`config.mk`:
```
export PLATFORM = sky130hd
export DESIGN_NAME = flash_disk_host_window
export DESIGN_NICKNAME = d
export VERILOG_FILES = /design/src/verilog/end.sv /design/src/verilog/flash_host_pkg.sv /design/src/verilog/flash_disk_host_window.sv /design/src/verilog/flash_host_timer.sv
export VERILOG_INCLUDE_DIRS = /design/src /design/src/verilog
export SDC_FILE = /design/constraint.sdc
export NUM_CORES = 1
export LEC_CHECK = 0
export BUFFER_PORTS_ARGS = -buffer_cell sky130_fd_sc_hd__clkbuf_2
export CORE_MARGIN = 5
export CORE_UTILIZATION = 58
export CTS_BUF_LIST = sky130_fd_sc_hd__clkbuf_8
export CTS_CLUSTER_SIZE = 10
export DETAILED_ROUTE_END_ITERATION = 8
export PLACE_DENSITY = 0.87
export SLEW_MARGIN = 20
export SYNTH_ARGS = -nofsm -noshare
export SYNTH_HDL_FRONTEND = slang
export SYNTH_SLANG_ARGS = --single-unit
export TNS_END_PERCENT = 5
```
`constraint.sdc`:
```
create_clock -name i_mclk -period 2.8 [get_ports i_mclk]
set_input_delay 0 -clock i_mclk [delete_from_list [all_inputs] [get_ports i_mclk]]
set_output_delay 0 -clock i_mclk [all_outputs]
set_load 0.1 [all_outputs]
```
`src/verilog/flash_host_params.svh`:
```
// constants for the flash disk host window controller
// assumes a 10 MHz i_mclk and one device on the window pins
//
// Functional notes
// - host uses chip select, read, write strobes
// - single device system straps slot to zero
// - cascaded devices share all bus pins
// - busy low while initializing; host waits
`ifndef FLASH_HOST_PARAMS_SVH
`define FLASH_HOST_PARAMS_SVH

// ----------------------------------------------------------------
// widths
// ----------------------------------------------------------------
`define WIN_ADDR_W 13
`define WIN_DATA_W 8
`define TMR_W 14

// ----------------------------------------------------------------
// clock and times
// ----------------------------------------------------------------
`define CLK_MHZ 10
`define RST_HOLD_NS 500
`define ADDR_SETUP_NS 100
`define STROBE_NS 250
`define DATA_HOLD_NS 100
`define BOOT_LOAD_US 1000

// ----------------------------------------------------------------
// values
// ----------------------------------------------------------------
`define SLOT_SINGLE 2'h0
`define ADDR_RST 13'h0000
`define BYTE_RST 8'h00

`endif

```
`src/verilog/end.sv`:
```
// intentionally empty

```
`src/verilog/flash_host_pkg.sv`:
```
// types shared by the flash disk host window controller
// assumes flash_host_params.svh is on the include path
`include "flash_host_params.svh"

package flash_host_pkg;

    // ----------------------------------------------------------------
    // request carried from the user side
    // ----------------------------------------------------------------
    typedef struct packed {
        logic write;
        logic [`WIN_ADDR_W-1:0] addr;
        logic [`WIN_DATA_W-1:0] wdata;
    } host_req_type;

    typedef enum logic [2:0] {
        ST_RESET,
        ST_LOAD_WAIT,
        ST_IDLE,
        ST_SETUP,
        ST_STROBE,
        ST_HOLD
    } host_state_type;

    typedef struct packed {
        host_state_type st;
        logic is_write;
        logic [`WIN_ADDR_W-1:0] addr;
        logic [`WIN_DATA_W-1:0] wdata;
        logic [`WIN_DATA_W-1:0] rdata;
        logic done;
        logic fault;
        logic rst_n;
    } host_regs_type;

    typedef struct packed {
        logic [`TMR_W-1:0] cnt;
    } timer_regs_type;

    // least time in ns to whole clock cycles, never below one
    function automatic logic [`TMR_W-1:0] ns_to_cyc(input int ns);
        int c;
        c = (ns * `CLK_MHZ + 999) / 1000;
        if (c < 1) begin
            c = 1;
        end
        return c[`TMR_W-1:0];
    endfunction : ns_to_cyc

endpackage : flash_host_pkg

```
`src/verilog/flash_disk_host_window.sv`:
```
// host controller for a memory-mapped flash disk window
// assumes the device pins are wired straight to these ports and
// that i_data and i_busy_n are already synchronous to i_mclk
`include "flash_host_params.svh"

module flash_disk_host_window #(
    parameter int BOOT_TIMEOUT_CYC = `BOOT_LOAD_US * `CLK_MHZ
) (
    input wire logic i_mclk,
    input wire logic i_rst_b,
    // user side
    input wire logic i_reinit,
    input wire logic i_req_valid,
    input wire flash_host_pkg::host_req_type i_req,
    output logic o_req_ready,
    output logic o_rsp_valid,
    output logic [`WIN_DATA_W-1:0] o_rsp_data,
    output logic o_init_fault,
    // device side
    output logic [`WIN_ADDR_W-1:0] o_addr,
    input wire logic [`WIN_DATA_W-1:0] i_data,
    output logic [`WIN_DATA_W-1:0] o_data,
    output logic o_data_oe,
    output logic o_ce_n,
    output logic o_oe_n,
    output logic o_we_n,
    output logic o_reset_in_n,
    output logic [1:0] o_cascade_slot,
    input wire logic i_busy_n
);

    // ----------------------------------------------------------------
    // phase lengths
    // ----------------------------------------------------------------
    localparam logic [`TMR_W-1:0] RST_CYC =
        flash_host_pkg::ns_to_cyc(`RST_HOLD_NS);
    localparam logic [`TMR_W-1:0] SETUP_CYC =
        flash_host_pkg::ns_to_cyc(`ADDR_SETUP_NS);
    localparam logic [`TMR_W-1:0] STROBE_CYC =
        flash_host_pkg::ns_to_cyc(`STROBE_NS);
    localparam logic [`TMR_W-1:0] HOLD_CYC =
        flash_host_pkg::ns_to_cyc(`DATA_HOLD_NS);
    localparam logic [`TMR_W-1:0] BOOT_CYC = `TMR_W'(BOOT_TIMEOUT_CYC);

    flash_host_pkg::host_regs_type regs_r;
    flash_host_pkg::host_regs_type regs_nxt;
    logic tmr_load;
    logic [`TMR_W-1:0] tmr_count;
    logic tmr_last;
    logic accept;

    // ----------------------------------------------------------------
    // phase timer
    // ----------------------------------------------------------------
    flash_host_timer u_timer (
        .i_mclk(i_mclk),
        .i_rst_b(i_rst_b),
        .i_load(tmr_load),
        .i_count(tmr_count),
        .o_last(tmr_last)
    );

    // no access is started while the device reports busy
    assign accept = (regs_r.st == flash_host_pkg::ST_IDLE) && i_busy_n
        && i_req_valid && !i_reinit;

    // ----------------------------------------------------------------
    // sequencer
    // ----------------------------------------------------------------
    always_comb begin
        regs_nxt = regs_r;
        regs_nxt.done = 1'b0;
        tmr_load = 1'b0;
        tmr_count = SETUP_CYC;
        case (regs_r.st)
            flash_host_pkg::ST_RESET: begin
                // hold the device reset low, then let it load
                if (tmr_last) begin
                    regs_nxt.rst_n = 1'b1;
                    regs_nxt.st = flash_host_pkg::ST_LOAD_WAIT;
                    tmr_load = 1'b1;
                    tmr_count = BOOT_CYC;
                end
            end
            flash_host_pkg::ST_LOAD_WAIT: begin
                // busy stays low until the boot download ends
                if (i_busy_n) begin
                    regs_nxt.st = flash_host_pkg::ST_IDLE;
                end else if (tmr_last) begin
                    regs_nxt.fault = 1'b1;
                    regs_nxt.st = flash_host_pkg::ST_IDLE;
                end
            end
            flash_host_pkg::ST_IDLE: begin
                if (i_reinit) begin
                    regs_nxt.rst_n = 1'b0;
                    regs_nxt.fault = 1'b0;
                    regs_nxt.st = flash_host_pkg::ST_RESET;
                    tmr_load = 1'b1;
                    tmr_count = RST_CYC;
                end else if (accept) begin
                    regs_nxt.is_write = i_req.write;
                    regs_nxt.addr = i_req.addr;
                    regs_nxt.wdata = i_req.wdata;
                    regs_nxt.st = flash_host_pkg::ST_SETUP;
                    tmr_load = 1'b1;
                    tmr_count = SETUP_CYC;
                end
            end
            flash_host_pkg::ST_SETUP: begin
                if (tmr_last) begin
                    regs_nxt.st = flash_host_pkg::ST_STROBE;
                    tmr_load = 1'b1;
                    tmr_count = STROBE_CYC;
                end
            end
            flash_host_pkg::ST_STROBE: begin
                if (tmr_last) begin
                    if (!regs_r.is_write) begin
                        regs_nxt.rdata = i_data;
                    end
                    regs_nxt.done = 1'b1;
                    regs_nxt.st = flash_host_pkg::ST_HOLD;
                    tmr_load = 1'b1;
                    tmr_count = HOLD_CYC;
                end
            end
            flash_host_pkg::ST_HOLD: begin
                if (tmr_last) begin
                    regs_nxt.st = flash_host_pkg::ST_IDLE;
                end
            end
            default: begin
                regs_nxt.st = flash_host_pkg::ST_IDLE;
            end
        endcase
    end

    always_ff @(posedge i_mclk or negedge i_rst_b) begin
        if (!i_rst_b) begin
            regs_r.st <= flash_host_pkg::ST_RESET;
            regs_r.is_write <= 1'b0;
            regs_r.addr <= `ADDR_RST;
            regs_r.wdata <= `BYTE_RST;
            regs_r.rdata <= `BYTE_RST;
            regs_r.done <= 1'b0;
            regs_r.fault <= 1'b0;
            regs_r.rst_n <= 1'b0;
        end else begin
            regs_r <= regs_nxt;
        end
    end

    // ----------------------------------------------------------------
    // pins
    // ----------------------------------------------------------------
    // chip select spans setup, strobe and hold; one strobe at a time
    assign o_ce_n = !((regs_r.st == flash_host_pkg::ST_SETUP)
        || (regs_r.st == flash_host_pkg::ST_STROBE)
        || (regs_r.st == flash_host_pkg::ST_HOLD));
    assign o_oe_n = !((regs_r.st == flash_host_pkg::ST_STROBE)
        && !regs_r.is_write);
    assign o_we_n = !((regs_r.st == flash_host_pkg::ST_STROBE)
        && regs_r.is_write);
    // host drives data only on writes, never while oe is low, and
    // frees the shared lines outside chip select
    assign o_data_oe = regs_r.is_write && !o_ce_n;
    assign o_data = regs_r.wdata;
    assign o_addr = regs_r.addr;
    assign o_reset_in_n = regs_r.rst_n;
    // one device on the window takes slot zero
    assign o_cascade_slot = `SLOT_SINGLE;

    // ----------------------------------------------------------------
    // user side
    // ----------------------------------------------------------------
    assign o_req_ready = (regs_r.st == flash_host_pkg::ST_IDLE) && i_busy_n
        && !i_reinit;
    assign o_rsp_valid = regs_r.done;
    assign o_rsp_data = regs_r.rdata;
    assign o_init_fault = regs_r.fault;
endmodule : flash_disk_host_window

```
`src/verilog/flash_host_timer.sv`:
```
// down counter that times every phase of the host sequencer
// assumes a load pulse from the sequencer on each phase entry
`include "flash_host_params.svh"

module flash_host_timer (
    input wire logic i_mclk,
    input wire logic i_rst_b,
    input wire logic i_load,
    input wire logic [`TMR_W-1:0] i_count,
    output logic o_last
);

    flash_host_pkg::timer_regs_type regs_r;
    flash_host_pkg::timer_regs_type regs_nxt;

    always_comb begin
        regs_nxt = regs_r;
        if (i_load) begin
            regs_nxt.cnt = i_count;
        end else if (regs_r.cnt != {`TMR_W{1'b0}}) begin
            regs_nxt.cnt = regs_r.cnt - {{(`TMR_W-1){1'b0}}, 1'b1};
        end
    end

    always_ff @(posedge i_mclk or negedge i_rst_b) begin
        if (!i_rst_b) begin
            regs_r <= '0;
        end else begin
            regs_r <= regs_nxt;
        end
    end

    // loaded with n, last is seen in the n-th cycle after the load
    assign o_last = (regs_r.cnt <= {{(`TMR_W-1){1'b0}}, 1'b1});

endmodule : flash_host_timer

```
==> qor.txt <==
Status: completed
Routed length per instance: 17.6 um
Post-route minimum period: 2.16 ns
Most used DFF post-synth: dfrtp_1
All-Layer GR Usage: 22.2%
DRT Pass-1 Iters: 4
Crit path max fanout: 8
Area share of the largest cell type after synthesis: 47.3%
Post-route clock period utilization: 77.1%
ANT cells: 0
RSZ-0062 raised after global routing: false
Most common cell after layout, fill and taps aside: clkbuf_2
GPL Wtd Cong: 0.873
Final hold vios: 0
Vias in the first global route: 2107
Crit Path Class: flop to flop
Slowest stage delay, CP: 0.59 ns
Crit path arrival time: 2.35 ns
Core ar.: 0.00438 mm^2
Yosys top cell by area: dfrtp_1
Initial core utilization: 60.4%
Pins Over Slew Limit: 0
Die ar.: 0.00601 mm^2
Most frequent cells in the layout: 71 x clkbuf_2, 50 x dfrtp_1, 31 x dlygate4sd3_1
Tightest Pin Transition: 0.608 ns
Cells after Synth: 236
Total Neg Setup Slack: 0 ns
HPWL Detailed: 4050 um
Post-synth cell types: 47
Clock Tree Buf Depth: 2
Clock transition at path regs: 0.09 ns
Crit-path cells: inv_1 > ha_1 > nor2_1 > nand3b_2 > or3_1 > mux2_4
Via Count: 2046
MaxCap Viol Count: 0
First DRT Iteration DRCs: 126
Die width: 77.5 um
Total CTS buffers: 5
Final net count: 348
Antenna violations before repair: 0
Post-synthesis average cell area: 11.2 um^2
Drt drc: 0
Total Wirelength: 6400 um
Post-CTS Resized: 0
Number of synthesized flops with an enable pin: 0
HP Class: input pin to flop
First-pass GRT wire length: 10600 um
Register area share after synthesis: 47.3%
CP top delay family: simple AND/OR/NAND/NOR gates
Worst-Skew Late Latency: 0.31 ns
Largest cells by area after synthesis: dfrtp_1 47%, mux2_2 9.4%, buf_4 9.1%
Die H: 77.5 um
Asr flop ratio synth: 100%
Via density: 5.62
Worst EP required: 2.99 ns
Port Buffers: 71
DRT antenna net count: 0
Share of cells above drive strength 1: 40.4%
CTS sink cnt: 50
Row count: 24
Largest net degree at the start of global routing: 32
Root Driver: clkbuf_8
TritonCTS clock tree: yes
CP max stage cell: or3_1
Htree depth: 2
Final Skew: 0.0101 ns
FMAX: 463 MHz
Gr ovfl total: 0
Nature of the critical path endpoint: flop
FF+latch count, synth: 50
I/O pin count: 74
Slew HR: 59.3%
Final setup viols: 0
Synth Warn #: 0
Number of buffers and inverters on the critical path: 1
CP startpoint kind: flop
Layout area overhead: 22.6%
Post-Syn Area: 0.00265 mm^2
-- cell families (layout without fill, tap and decap cells) --
logic type                 count (synthesis)  after routing  synth area share [%]
AOI/OAI and AO/OA                         36             36                  8.61
muxes                                     30             30                  13.9
buffers and inverters                     41            116                  11.3
DFF                                       50             50                  47.3
xor gates and xnor gates                   5              5                  1.65
other                                      1              2                 0.142
and+or+nand+nor                           71             71                  16.2
adders and majority gates                  2              2                 0.945
-- worst register-to-register path: cells and delay by family, from the launching register on --
family                   cells  cell delay [ns]
multiplexers                 1             0.39
adder cells (fa/ha/maj)      1             0.21
flip-flops                   1             0.44
buffers and inverters        1             0.08
AND/OR/NAND/NOR              3             0.94
-- routing by layer --
| layer | part of all wire (%) | global-route usage [%] | vias up | wire length, um |
|---|---|---|---|---|
| li1 | - | - | 948 | - |
| met3 | 6.9 | 6.25 | 20 | 442 |
| met5 | 0 | 0 | - | 0 |
| met2 | 53 | 38.2 | 93 | 3390 |
| met4 | 3.1 | 7.90 | 0 | 198 |
| met1 | 37 | 26.6 | 985 | 2370 |
-- cells in the mapped netlist (all sizes together), types with 2 or more instances --
cell / number
inv: 4
nand4: 4
nand2b: 3
a21oi: 11
a21o: 3
nor4: 5
nor3: 8
nand2: 15
and2: 3
nand3b: 2
ha: 2
or3: 6
xnor2: 4
dfrtp: 50
nor3b: 2
mux2: 30
o21ai: 14
nor2: 13
buf: 37
nand3: 4
-- worst paths after layout --
kind | end | slack, ns | startpoint | depth (start not counted)
max reg2reg | o_rsp_data[6] | 0.64 | u_timer.regs_r[0] | 6
min reg2reg | o_addr[9] | 0.52 | o_addr[9] | 1
max in group asynchronous | regs_r[32] | 1.86 | i_rst_b | 3
min | u_timer.regs_r[2] | 0.13 | i_reinit | 3
max | o_rsp_data[6] | 0.64 | u_timer.regs_r[0] | 6
min in group asynchronous | o_data[4] | 0.18 | i_rst_b | 2
-- metrics by stage --
step | cell area, um^2 | hold WS [ns] | util (%) | std cells | worst slack, ns
floorplan | 2660 | -0.296 | - | 237 | 0.196
global placement | 2820 | -0.0138 | 64.4 | 325 | 0.738
detailed placement | 2820 | -0.0151 | 64.4 | 325 | 0.653
CTS | 3250 | 0.116 | 74.0 | 364 | 0.653
global route | 3250 | 0.124 | 74.0 | 364 | 0.442
finish | 3250 | 0.125 | 74.0 | 364 | 0.642
-- sequential cells by signal, summed over array words and instances, names as in the netlist --
signal and cells:
o_reset_in_n 1, o_addr 13, o_data 8, o_init_fault 1
o_rsp_valid 1, regs_r 4, u_timer.regs_r 14, o_rsp_data 8
-- final cells by class --
type                       count  area, um^2
sequential                    50        1250
fill                         288        1140
tap                           52        65.1
clock buffer                   5        68.8
clock inverter                 3        43.8
multi-input combinational    146        1120
inverter                       4        20.0
timing repair buffer         104         681
-- what timing repair did --
item | 4_1_cts | 5_1_grt
hold endpoints to repair | 49 | 0
buffers inserted | 0 | 0
hold buffers | 31 | 0
Power is left out: the tool's default activity adds up to more than one toggle a clock period on the data nets, which glitch-free logic cannot reach.
